`src/ipr_pkg.sv`:
```
// Constants and types shared by the interrupt priority register bank
package ipr_pkg;

	// Register indices as printed; byte address on the bus is four times these
	localparam logic [31:0] IDX_EXT_LOW = 32'hffff8348;
	localparam logic [31:0] IDX_EXT_HIGH = 32'hffff834a;
	localparam logic [31:0] IDX_DMA = 32'h0fff834c;
	localparam logic [31:0] IDX_TIMER01 = 32'hffff834e;
	localparam logic [31:0] IDX_TIMER2 = 32'hffff8350;
	localparam logic [31:0] IDX_SERIAL = 32'hffff8352;
	localparam logic [31:0] IDX_CONV_CMP = 32'hffff8354;
	localparam logic [31:0] IDX_WDT_BUS = 32'hffff8356;

	// Bus geometry: the low 16 index bits tell the registers apart
	localparam int ADDR_W = 18;
	localparam int IDX_W = 16;
	localparam int NUM_REGS = 8;
	localparam int REG_W = 16;

	// Slot numbers inside the bank
	localparam logic [2:0] SLOT_EXT_LOW = 3'h0;
	localparam logic [2:0] SLOT_EXT_HIGH = 3'h1;
	localparam logic [2:0] SLOT_DMA = 3'h2;
	localparam logic [2:0] SLOT_TIMER01 = 3'h3;
	localparam logic [2:0] SLOT_TIMER2 = 3'h4;
	localparam logic [2:0] SLOT_SERIAL = 3'h5;
	localparam logic [2:0] SLOT_CONV_CMP = 3'h6;
	localparam logic [2:0] SLOT_WDT_BUS = 3'h7;

	// Writable-bit masks; zero bits are reserved, read as zero
	localparam logic [15:0] MASK_EXT_LOW = 16'hffff;
	localparam logic [15:0] MASK_EXT_HIGH = 16'h00ff;
	localparam logic [15:0] MASK_DMA = 16'hff00;
	localparam logic [15:0] MASK_TIMER01 = 16'hffff;
	localparam logic [15:0] MASK_TIMER2 = 16'hff00;
	localparam logic [15:0] MASK_SERIAL = 16'h00ff;
	localparam logic [15:0] MASK_CONV_CMP = 16'hf0ff;
	localparam logic [15:0] MASK_WDT_BUS = 16'hf000;

	localparam logic [15:0] PRIO_RESET = 16'h0000;

	// Priority field positions (lsb) and width
	localparam int FLD_W = 4;
	localparam int FLD_3 = 12;
	localparam int FLD_2 = 8;
	localparam int FLD_1 = 4;
	localparam int FLD_0 = 0;

	localparam logic [1:0] RESP_OKAY = 2'h0;
	localparam logic [1:0] RESP_DECERR = 2'h3;

	typedef enum logic [1:0] {
		WR_COLLECT = 2'b00,
		WR_COMMIT = 2'b01,
		WR_RESP = 2'b10
	} ipr_wr_state_t;

	typedef enum logic {
		RD_IDLE = 1'b0,
		RD_RESP = 1'b1
	} ipr_rd_state_t;

	typedef struct packed {
		ipr_wr_state_t wst;
		logic aw_got;
		logic w_got;
		logic [ADDR_W-1:0] waddr;
		logic [REG_W-1:0] wdata;
		logic [1:0] wstrb;
		logic [1:0] bresp;
		ipr_rd_state_t rst;
		logic [31:0] rdata;
		logic [1:0] rresp;
	} ipr_bus_state_t;

	typedef struct packed {
		logic [REG_W-1:0] value;
	} ipr_slot_state_t;

endpackage

```
`src/ipr_prio_reg.sv`:
```
// One 16-bit priority register with per-byte strobes and a writable mask
module ipr_prio_reg #(
	parameter logic [15:0] WMASK = 16'hffff
) (
	// Clock and reset
	input wire logic aclk,
	input wire logic aresetn,
	// Write port
	input wire logic wr_en,
	input wire logic [1:0] wr_strb,
	input wire logic [15:0] wr_data,
	// Stored value
	output logic [15:0] value
);

	ipr_pkg::ipr_slot_state_t st_r;
	ipr_pkg::ipr_slot_state_t st_nxt;
	logic [15:0] lane_mask;

	always_comb begin
		st_nxt = st_r;
		lane_mask = {{8{wr_strb[1]}}, {8{wr_strb[0]}}} & WMASK;
		if (wr_en) begin
			// Reserved bits never take a write and so stay zero
			st_nxt.value = (st_r.value & ~lane_mask) | (wr_data & lane_mask);
		end
	end

	always_ff @(posedge aclk) begin
		if (!aresetn) begin
			st_r.value <= ipr_pkg::PRIO_RESET;
		end else begin
			st_r <= st_nxt;
		end
	end

	assign value = st_r.value & WMASK;

endmodule

```
`src/ipr_priority_bank.sv`:
```
// Interrupt priority register bank behind an AXI4-Lite slave
//
// Design decision made here: the AXI4-Lite slave port.
module ipr_priority_bank (
	// Clock and reset
	input wire logic aclk,
	input wire logic aresetn,
	// AXI4-Lite write address
	input wire logic [17:0] s_axi_awaddr,
	input wire logic [2:0] s_axi_awprot,
	input wire logic s_axi_awvalid,
	output logic s_axi_awready,
	// AXI4-Lite write data
	input wire logic [31:0] s_axi_wdata,
	input wire logic [3:0] s_axi_wstrb,
	input wire logic s_axi_wvalid,
	output logic s_axi_wready,
	// AXI4-Lite write response
	output logic [1:0] s_axi_bresp,
	output logic s_axi_bvalid,
	input wire logic s_axi_bready,
	// AXI4-Lite read address
	input wire logic [17:0] s_axi_araddr,
	input wire logic [2:0] s_axi_arprot,
	input wire logic s_axi_arvalid,
	output logic s_axi_arready,
	// AXI4-Lite read data
	output logic [31:0] s_axi_rdata,
	output logic [1:0] s_axi_rresp,
	output logic s_axi_rvalid,
	input wire logic s_axi_rready,
	// External request priority levels
	output logic [3:0] external_request_0_prio,
	output logic [3:0] external_request_1_prio,
	output logic [3:0] external_request_2_prio,
	output logic [3:0] external_request_3_prio,
	output logic [3:0] external_request_6_prio,
	output logic [3:0] external_request_7_prio,
	// DMA channel priority levels
	output logic [3:0] dma_channel_0_prio,
	output logic [3:0] dma_channel_1_prio,
	// Multifunction timer priority levels, two fields per channel
	output logic [3:0] timer_channel_0_prio_a,
	output logic [3:0] timer_channel_0_prio_b,
	output logic [3:0] timer_channel_1_prio_a,
	output logic [3:0] timer_channel_1_prio_b,
	output logic [3:0] timer_channel_2_prio_a,
	output logic [3:0] timer_channel_2_prio_b,
	// Serial channel priority levels
	output logic [3:0] serial_channel_0_prio,
	output logic [3:0] serial_channel_1_prio,
	// Converter and compare timer priority levels
	output logic [3:0] converter_prio,
	output logic [3:0] compare_timer_0_prio,
	output logic [3:0] compare_timer_1_prio,
	// Shared watchdog timer and bus controller priority level
	output logic [3:0] watchdog_buscontrol_prio
);

	localparam int AW = ipr_pkg::ADDR_W;
	localparam int RW = ipr_pkg::REG_W;

	ipr_pkg::ipr_bus_state_t st_r;
	ipr_pkg::ipr_bus_state_t st_nxt;

	logic [RW-1:0] prio [ipr_pkg::NUM_REGS];
	logic [ipr_pkg::NUM_REGS-1:0] slot_wr;
	logic [3:0] wr_sel;
	logic [3:0] rd_sel;
	logic aw_take;
	logic w_take;
	logic ar_take;

	// Map a byte address onto {hit, slot}; word aligned, low two bits ignored
	function automatic logic [3:0] decode(input logic [AW-1:0] addr);
		logic [ipr_pkg::IDX_W-1:0] idx;
		idx = addr[AW-1:2];
		case (idx)
			ipr_pkg::IDX_EXT_LOW[15:0]: decode = {1'b1, ipr_pkg::SLOT_EXT_LOW};
			ipr_pkg::IDX_EXT_HIGH[15:0]: decode = {1'b1, ipr_pkg::SLOT_EXT_HIGH};
			ipr_pkg::IDX_DMA[15:0]: decode = {1'b1, ipr_pkg::SLOT_DMA};
			ipr_pkg::IDX_TIMER01[15:0]: decode = {1'b1, ipr_pkg::SLOT_TIMER01};
			ipr_pkg::IDX_TIMER2[15:0]: decode = {1'b1, ipr_pkg::SLOT_TIMER2};
			ipr_pkg::IDX_SERIAL[15:0]: decode = {1'b1, ipr_pkg::SLOT_SERIAL};
			ipr_pkg::IDX_CONV_CMP[15:0]: decode = {1'b1, ipr_pkg::SLOT_CONV_CMP};
			ipr_pkg::IDX_WDT_BUS[15:0]: decode = {1'b1, ipr_pkg::SLOT_WDT_BUS};
			default: decode = 4'h0;
		endcase
	endfunction

	// Pick one 4-bit priority field out of a register
	function automatic logic [3:0] field(input logic [RW-1:0] r, input int lsb);
		field = r[lsb +: ipr_pkg::FLD_W];
	endfunction

	// Handshake outputs are combinational from the phase registers
	assign s_axi_awready = (st_r.wst == ipr_pkg::WR_COLLECT) && !st_r.aw_got;
	assign s_axi_wready = (st_r.wst == ipr_pkg::WR_COLLECT) && !st_r.w_got;
	assign s_axi_bvalid = (st_r.wst == ipr_pkg::WR_RESP);
	assign s_axi_bresp = st_r.bresp;
	assign s_axi_arready = (st_r.rst == ipr_pkg::RD_IDLE);
	assign s_axi_rvalid = (st_r.rst == ipr_pkg::RD_RESP);
	assign s_axi_rdata = st_r.rdata;
	assign s_axi_rresp = st_r.rresp;

	assign aw_take = s_axi_awvalid && s_axi_awready;
	assign w_take = s_axi_wvalid && s_axi_wready;
	assign ar_take = s_axi_arvalid && s_axi_arready;

	assign wr_sel = decode(st_r.waddr);
	assign rd_sel = decode(s_axi_araddr);

	// One write strobe per slot, only in the commit cycle
	always_comb begin
		slot_wr = '0;
		if (st_r.wst == ipr_pkg::WR_COMMIT && wr_sel[3]) begin
			slot_wr[wr_sel[2:0]] = 1'b1;
		end
	end

	always_comb begin
		st_nxt = st_r;
		case (st_r.wst)
			ipr_pkg::WR_COLLECT: begin
				// Address and data may arrive in either order
				if (aw_take) begin
					st_nxt.aw_got = 1'b1;
					st_nxt.waddr = s_axi_awaddr;
				end
				if (w_take) begin
					st_nxt.w_got = 1'b1;
					st_nxt.wdata = s_axi_wdata[RW-1:0];
					// Upper lanes hold no bits; any width of access works
					st_nxt.wstrb = s_axi_wstrb[1:0];
				end
				if ((st_r.aw_got || aw_take) && (st_r.w_got || w_take)) begin
					st_nxt.wst = ipr_pkg::WR_COMMIT;
				end
			end
			ipr_pkg::WR_COMMIT: begin
				st_nxt.aw_got = 1'b0;
				st_nxt.w_got = 1'b0;
				st_nxt.bresp = wr_sel[3] ? ipr_pkg::RESP_OKAY :
					ipr_pkg::RESP_DECERR;
				st_nxt.wst = ipr_pkg::WR_RESP;
			end
			ipr_pkg::WR_RESP: begin
				if (s_axi_bready) begin
					st_nxt.wst = ipr_pkg::WR_COLLECT;
				end
			end
			default: begin
				st_nxt.wst = ipr_pkg::WR_COLLECT;
			end
		endcase
		case (st_r.rst)
			ipr_pkg::RD_IDLE: begin
				if (ar_take) begin
					st_nxt.rst = ipr_pkg::RD_RESP;
					if (rd_sel[3]) begin
						// Reserved bits and upper half read as zero
						st_nxt.rdata = {16'h0000, prio[rd_sel[2:0]]};
						st_nxt.rresp = ipr_pkg::RESP_OKAY;
					end else begin
						st_nxt.rdata = 32'h0000_0000;
						st_nxt.rresp = ipr_pkg::RESP_DECERR;
					end
				end
			end
			ipr_pkg::RD_RESP: begin
				if (s_axi_rready) begin
					st_nxt.rst = ipr_pkg::RD_IDLE;
				end
			end
			default: begin
				st_nxt.rst = ipr_pkg::RD_IDLE;
			end
		endcase
	end

	always_ff @(posedge aclk) begin
		if (!aresetn) begin
			st_r <= '0;
		end else begin
			st_r <= st_nxt;
		end
	end

	// The bank: writable masks carry each register's reserved layout
	ipr_prio_reg #(.WMASK(ipr_pkg::MASK_EXT_LOW)) u_ext_low (
		.aclk(aclk),
		.aresetn(aresetn),
		.wr_en(slot_wr[ipr_pkg::SLOT_EXT_LOW]),
		.wr_strb(st_r.wstrb),
		.wr_data(st_r.wdata),
		.value(prio[ipr_pkg::SLOT_EXT_LOW])
	);
	ipr_prio_reg #(.WMASK(ipr_pkg::MASK_EXT_HIGH)) u_ext_high (
		.aclk(aclk),
		.aresetn(aresetn),
		.wr_en(slot_wr[ipr_pkg::SLOT_EXT_HIGH]),
		.wr_strb(st_r.wstrb),
		.wr_data(st_r.wdata),
		.value(prio[ipr_pkg::SLOT_EXT_HIGH])
	);
	ipr_prio_reg #(.WMASK(ipr_pkg::MASK_DMA)) u_dma (
		.aclk(aclk),
		.aresetn(aresetn),
		.wr_en(slot_wr[ipr_pkg::SLOT_DMA]),
		.wr_strb(st_r.wstrb),
		.wr_data(st_r.wdata),
		.value(prio[ipr_pkg::SLOT_DMA])
	);
	ipr_prio_reg #(.WMASK(ipr_pkg::MASK_TIMER01)) u_timer01 (
		.aclk(aclk),
		.aresetn(aresetn),
		.wr_en(slot_wr[ipr_pkg::SLOT_TIMER01]),
		.wr_strb(st_r.wstrb),
		.wr_data(st_r.wdata),
		.value(prio[ipr_pkg::SLOT_TIMER01])
	);
	ipr_prio_reg #(.WMASK(ipr_pkg::MASK_TIMER2)) u_timer2 (
		.aclk(aclk),
		.aresetn(aresetn),
		.wr_en(slot_wr[ipr_pkg::SLOT_TIMER2]),
		.wr_strb(st_r.wstrb),
		.wr_data(st_r.wdata),
		.value(prio[ipr_pkg::SLOT_TIMER2])
	);
	ipr_prio_reg #(.WMASK(ipr_pkg::MASK_SERIAL)) u_serial (
		.aclk(aclk),
		.aresetn(aresetn),
		.wr_en(slot_wr[ipr_pkg::SLOT_SERIAL]),
		.wr_strb(st_r.wstrb),
		.wr_data(st_r.wdata),
		.value(prio[ipr_pkg::SLOT_SERIAL])
	);
	ipr_prio_reg #(.WMASK(ipr_pkg::MASK_CONV_CMP)) u_conv_cmp (
		.aclk(aclk),
		.aresetn(aresetn),
		.wr_en(slot_wr[ipr_pkg::SLOT_CONV_CMP]),
		.wr_strb(st_r.wstrb),
		.wr_data(st_r.wdata),
		.value(prio[ipr_pkg::SLOT_CONV_CMP])
	);
	ipr_prio_reg #(.WMASK(ipr_pkg::MASK_WDT_BUS)) u_wdt_bus (
		.aclk(aclk),
		.aresetn(aresetn),
		.wr_en(slot_wr[ipr_pkg::SLOT_WDT_BUS]),
		.wr_strb(st_r.wstrb),
		.wr_data(st_r.wdata),
		.value(prio[ipr_pkg::SLOT_WDT_BUS])
	);

	// Field fan-out to the arbiter; all come straight from flip-flops
	always_comb begin
		external_request_0_prio = field(prio[ipr_pkg::SLOT_EXT_LOW],
			ipr_pkg::FLD_3);
		external_request_1_prio = field(prio[ipr_pkg::SLOT_EXT_LOW],
			ipr_pkg::FLD_2);
		external_request_2_prio = field(prio[ipr_pkg::SLOT_EXT_LOW],
			ipr_pkg::FLD_1);
		external_request_3_prio = field(prio[ipr_pkg::SLOT_EXT_LOW],
			ipr_pkg::FLD_0);
		external_request_6_prio = field(prio[ipr_pkg::SLOT_EXT_HIGH],
			ipr_pkg::FLD_1);
		external_request_7_prio = field(prio[ipr_pkg::SLOT_EXT_HIGH],
			ipr_pkg::FLD_0);
		dma_channel_0_prio = field(prio[ipr_pkg::SLOT_DMA],
			ipr_pkg::FLD_3);
		dma_channel_1_prio = field(prio[ipr_pkg::SLOT_DMA], ipr_pkg::FLD_2);
		timer_channel_0_prio_a = field(prio[ipr_pkg::SLOT_TIMER01],
			ipr_pkg::FLD_3);
		timer_channel_0_prio_b = field(prio[ipr_pkg::SLOT_TIMER01],
			ipr_pkg::FLD_2);
		timer_channel_1_prio_a = field(prio[ipr_pkg::SLOT_TIMER01],
			ipr_pkg::FLD_1);
		timer_channel_1_prio_b = field(prio[ipr_pkg::SLOT_TIMER01],
			ipr_pkg::FLD_0);
		timer_channel_2_prio_a = field(prio[ipr_pkg::SLOT_TIMER2],
			ipr_pkg::FLD_3);
		timer_channel_2_prio_b = field(prio[ipr_pkg::SLOT_TIMER2],
			ipr_pkg::FLD_2);
		serial_channel_0_prio = field(prio[ipr_pkg::SLOT_SERIAL],
			ipr_pkg::FLD_1);
		serial_channel_1_prio = field(prio[ipr_pkg::SLOT_SERIAL],
			ipr_pkg::FLD_0);
		converter_prio = field(prio[ipr_pkg::SLOT_CONV_CMP],
			ipr_pkg::FLD_3);
		compare_timer_0_prio = field(prio[ipr_pkg::SLOT_CONV_CMP],
			ipr_pkg::FLD_1);
		compare_timer_1_prio = field(prio[ipr_pkg::SLOT_CONV_CMP],
			ipr_pkg::FLD_0);
		watchdog_buscontrol_prio = field(prio[ipr_pkg::SLOT_WDT_BUS],
			ipr_pkg::FLD_3);
	end

endmodule

```
`config.mk`:
```
export PLATFORM = sky130hd
export DESIGN_NAME = ipr_priority_bank
export DESIGN_NICKNAME = d
export VERILOG_FILES = /design/src/ipr_pkg.sv /design/src/ipr_prio_reg.sv /design/src/ipr_priority_bank.sv
export SDC_FILE = /design/constraint.sdc
export NUM_CORES = 1
export LEC_CHECK = 0
export ABC_AREA = 1
export BUFFER_PORTS_ARGS = -buffer_cell sky130_fd_sc_hd__buf_4
export CORE_AREA = 2 2 119 121
export DETAILED_ROUTE_END_ITERATION = 10
export DIE_AREA = 0 0 121 123
export PLACE_DENSITY = 0.9
export SETUP_SLACK_MARGIN = 0.4
export SYNTH_ARGS = -nofsm -noshare
export SYNTH_HDL_FRONTEND = slang
export SYNTH_SLANG_ARGS = --single-unit
```
`constraint.sdc`:
```
create_clock -name aclk -period 2.12 [get_ports aclk]
set_clock_uncertainty 0.05 [all_clocks]
set_input_delay 0.106 -clock aclk [delete_from_list [all_inputs] [get_ports aclk]]
set_output_delay 0.106 -clock aclk [all_outputs]
set_load 0.05 [all_outputs]
```
# After elaboration in Yosys (flattened, before gate mapping)
# Cells that the tools add are included.
# word_totals
word_cells	110
regBits	205
n_memories	0
romBits	0
inputBits	85
latch_bits	0
ram_bits	0
# op_classes
n_bitwise	28
reduce_logical	20
magnitude_cmp	3
n_eq_ne	22
addsub	0
div_mod_pow	0
mul	0
shifts	0
muxes	19
# ops
operator	count
$eq 16x16->1 const B	16
$and 16x16->16	12
$or 16x16->16	8
$not 16->16	4
$pmux 4 s8	2
$bmux 16 s3	1
$mux 35	1
$mux 16	2
$mux 18	1
$and 16x8->16	1
$not 8->16	1
$reduce_and 2->1	6
$logic_and 1x1->1	8
$mux 8	1
$mux 2	3
$pmux 2 s3	1
$ge 4x4->1 const B	1
$lt 3x4->1 const B	1
$mux 1	4
$ne 2x1->1 const B	2
$ne 2x2->1 const B	2
$not 3->4	1
$pmux 2 s2	1
$demux 1 s3	1
9 further kinds	11

# Depth between registers and ports, before layout
# logic_depth
ltp_word	9
mapped_depth	14

# Hierarchy
# From an unflattened synthesis, not the netlist that was laid out.
# hier_totals
cells_unflattened	1281
area_unflattened_um2	7915.1
# by_module_without_submodules
mod	cells_each	area_each_um2	seq_area_each_um2	n_inst
ipr_priority_bank	718	4124.0	1141.1	1
ipr_prio_reg (u_dma ...)	60	411.6	160.2	4
ipr_prio_reg (u_ext_low ...)	102	679.4	320.3	2
ipr_prio_reg (u_conv_cmp)	81	530.5	240.2	1
ipr_prio_reg (u_wdt_bus)	38	255.2	80.1	1

# Worst setup path before layout
# OpenSTA, ideal clock, no wires.
# synth_timing
path_type	register to register
startpoint	reg st_r[75] (netlist bit)
endpoint	reg st_r[69] (netlist bit)
arrival_time_ns	2.065
period_less_slack_ns	2.243
path_stages_with_launch	8
setup_ns	0.128
required_ns	1.942
path_slack_ns	-0.123
path_buffers	1
cell_sequence	dfxtp_1 nor2_1 inv_1 nor2_1 nand2_1 clkbuf_1 o21ai_0 a21oi_1
# synth_between
elab_chain_cells	4
# synth_rtl
element	line	text
start, declared	ipr_priority_bank.sv:63	ipr_pkg::ipr_bus_state_t st_r;
start signal, assigned	ipr_priority_bank.sv:185	st_r <= st_nxt;
$logic_not 2->1	ipr_priority_bank.sv:97	assign s_axi_awready = (st_r.wst == ipr_pkg::WR_COLLECT) && !st_r.aw_got;
$logic_and 1x1->1	ipr_priority_bank.sv:97	
named net s_axi_awready	ipr_priority_bank.sv:12	output logic s_axi_awready,
$logic_and 1x1->1	ipr_priority_bank.sv:106	assign aw_take = s_axi_awvalid && s_axi_awready;
$reduce_and 2->1 (no source line)	-	
# The timed path passes the listed nets, and every way through them passes these cells.
# A chain may end at the register's enable or synchronous reset.

==> summary.txt <==
Logic synthesis
  – Post-synth EDFFs: 0
  – Synth top cells by count: nand2_1 (289), nor2_1 (184), dfxtp_1 (137)
  – Yosys Warn Count: 0
  – Area share of the largest cell type after synthesis: 0.3955
  – Netlist cell types: 33
  – Yosys reg bits: 137
  – Post-synthesis cell count: 1,067
  – Sequential share of the synthesized area: 0.3955
  – Mapped cell area: 0.006934 mm^2
  – Cell with the most instances after synthesis: nand2_1
  – Area leader, netlist: dfxtp_1
  – Primary FF master, synth: dfxtp_1
  – Fraction of registers with async set/reset: 0
  – Synth top area cells: dfxtp_1 (40%), nand2_1 (16%), nor2_1 (10%)
  – Mean Syn Cell Area: between 6 and 7 um^2

GRT
  – Vias in the first global route: 7,125
  – Largest net degree at the start of global routing: 51
  – Gr usage total: 0.2979
  – Antenna violations before repair: 0
  – Overflow after GRT: 0
  – First-pass GRT wire length: about 35,000 um

Timing
  – RSZ-0062 raised after global routing: true
  – Setup_tns: 0 ps
  – Final Max Slew Viols: 0
  – Actual slew at the worst max-slew pin: about 930 ps
  – Slew margin rel.: 0.3823
  – Final Hold Fails: 0
  – Maximum clock rate: 527.8 MHz
  – Hold Slack: 0.008271 ps
  – Minimum clock period: 1895 ps
  – Fin crit share: 0.8937
  – Final setup vio count: 0

CTS
  – Total CTS buffers: 17
  – Worst-path clk slew: 60 ps
  – Clk buf depth: 2
  – Clock root buffer: clkbuf_16
  – Clock Latency Late Sink: 430 ps
  – TritonCTS clock tree: yes
  – CTS H-tree depth: 4
  – CTS sink count: 137

Detailed routing
  – DRT antenna net count: 0
  – M1 wire length: approximately 8500 um
  – Met2 WL: 11,350 um
  – Iter 0 DRT Violations: roughly 840
  – Final WL: 23,200 um
  – Routed len/inst: 16.03 um
  – Drt first pass iters: 7
  – Via count: between 7,000 and 8,000
  – Top Metal Used: met4
  – DRC Markers: 0
  – DR vias/cell: between 5 and 6
  – DR WL met3: 2322 um

Place
  – Placed cell area: 0.007985 mm^2
  – Port Buffers: 161
  – RD Place Congestion: 0.8931
  – Post-DP HPWL: between 10,000 and 15,000 um

Min path
  – Worst hold-check path type: in -> reg
  – Hold Path Origin: s_axi_arvalid

Worst setup path
  – Buffer and inverter count on the worst path: 3
  – CP Cell Sequence: inv_2, nand2_2, nor2_4, inv_2, o21ai_4, nand3_4, nor3_4, buf_12, nand2_8, nand2_1, nand2_1, nor2_1
  – Critical Path AT: 2200 ps
  – Largest stage delay on the critical path: 320 ps
  – Slowest CP cell: dfxtp_2
  – Register-to-Register Path Depth: 12
  – Top delay family on crit path: simple AND/OR/NAND/NOR gates
  – R2r startpoint: st_r[64]
  – Critical path class: reg -> reg
  – Worst R2R Setup Slack: between 200 and 250 ps
  – Stages on worst setup path: 12
  – CP Data Required Time: 2430 ps
  – Crit path launch type: flop
  – Critical path startpoint: st_r[64]
  – Setup crit end kind: flop
  – Worst-path fanout max: 8

Final layout
  – Synthesis-to-layout area growth: 38.29%
  – Filler cell count: 1,041
  – N_diodes: 0
  – Final #Nets: 1,340
  – Finished Cell Area: between 0.009 and 0.01 mm^2
  – Seq. cell area: 0.002751 mm^2
  – Share of cells above drive strength 1: 0.2636
  – Utilization after layout: 0.7045
  – Multi-input logic area: 0.003621 mm^2

Floorplanning
  – Die Area: 0.01488 mm^2
  – Core footprint: ~0.014 mm^2
  – Site Rows: 43
  – Die Y: 123 um
  – # IOs: 206
  – Die width: 121 um
  – Starting Density: 0.5094

Power and ir drop
  – Leakage Power: 4.845 nW
  – Pwr dens: 672.8 mW/mm^2
  – VDD IR-drop max: 0.0006867 V

Outcome
  – Status: finished, final reports clean

Run
  – Total of max-cap violations: 0
==> where the power goes <==
group / total (mW) / leakage, nW / internal, mW / switching [mW]
combinational: 0.721 / 3.44 / 0.261 / 0.460
sequential: 2.77 / 1.11 / 2.65 / 0.119
clock: 2.96 / 0.295 / 1.87 / 1.09
total: 6.45 / 4.85 / 4.78 / 1.67
==> metrics by stage <==
| step | cells | power, mW | worst slack, ps |
|---|---|---|---|
| 3_5_place_dp | 1353 | 3.350 | 200.0 |
| 3_3_place_gp | 1353 | 3.338 | 269.9 |
| 4_1_cts | 1443 | 6.342 | 266.6 |
| 6_report | 1447 | 6.452 | 225.5 |
| 5_1_grt | 1447 | 6.623 | 149.9 |
| 2_1_floorplan | 1082 | 3.186 | 430.5 |
==> cell type report <==
class | instances | share of cell area
Clock buffer | 23 | 0.05193
Clock inverter | 8 | 0.009656
Multi-Input combinational cell | 737 | 0.3776
Timing Repair Buffer | 232 | 0.1987
Sequential cell | 137 | 0.2869
Inverter | 130 | 0.05167
Tap cell | 180 | 0.02349
==> worst min-delay path, stage by stage <==
cell	delay, ps
buf_4	90
nand2_4	100
nand2_1	80
a21oi_1	50
==> layer usage <==
metal,vias up,track usage
met5,-,0
met2,467,0.4989
li1,3662,-
met1,3474,0.3483
met3,95,0.07980
met4,0,0.1606
==> worst min-delay path by stage <==
stage | to | cells past startpoint | slack, ps
detailed placement | st_r[76] | 4 | 320
floorplan | st_r[62] | 2 | 220
global placement | st_r[76] | 4 | 320
global route | st_r[49] | 3 | 30
finish | s_axi_rdata[10] | 4 | 0.008
CTS | st_r[43] | 3 | 5
==> logic make-up (layout without fill, tap and decap cells) <==
group           count (synthesis)  in the layout  share of synthesized area
compound gates                 98             98                    0.07416
buf+inv                       213            393                     0.1499
flops                         137            137                     0.3955
other cells                     1             16                  0.0005408
simple gates                  618            623                     0.3798
==> placed cells by master, fill, tap and decap left out, types with 2 or more instances in the layout <==
master | netlist | layout
nand2_1 | 289 | 258
buf_4 | 37 | 183
nor2_1 | 184 | 162
dfxtp_1 | 137 | 130
inv_1 | 126 | 118
nand3_1 | 97 | 93
a21oi_1 | 66 | 63
dlygate4sd3_1 | 0 | 37
nand2_2 | 7 | 27
o21ai_0 | 23 | 23
nor2_2 | 3 | 21
nand4_1 | 21 | 21
clkbuf_16 | 0 | 17
conb_1 | 1 | 16
inv_2 | 4 | 10
nand2_4 | 0 | 9
buf_6 | 5 | 9
dfxtp_2 | 0 | 7
nand2_8 | 0 | 6
nor2_4 | 2 | 6
nand3_2 | 4 | 5
nand3_4 | 1 | 5
clkinv_2 | 0 | 5
clkbuf_8 | 4 | 5
o211ai_1 | 4 | 4
a21oi_2 | 0 | 3
nor3_1 | 4 | 3
clkinvlp_4 | 0 | 3
nor3_4 | 3 | 3
buf_12 | 0 | 3
bufinv_16 | 0 | 2
==> repair_timing <==
item	CTS	global route
hold buffers	42	0
resized for setup	47	67
buffers inserted	12	9
cloned	5	0
setup endpoints to repair	72	110
pin swaps	15	21
endpoints found under the hold margin	36	0
Note: power is estimated with default switching activity, not from simulation.
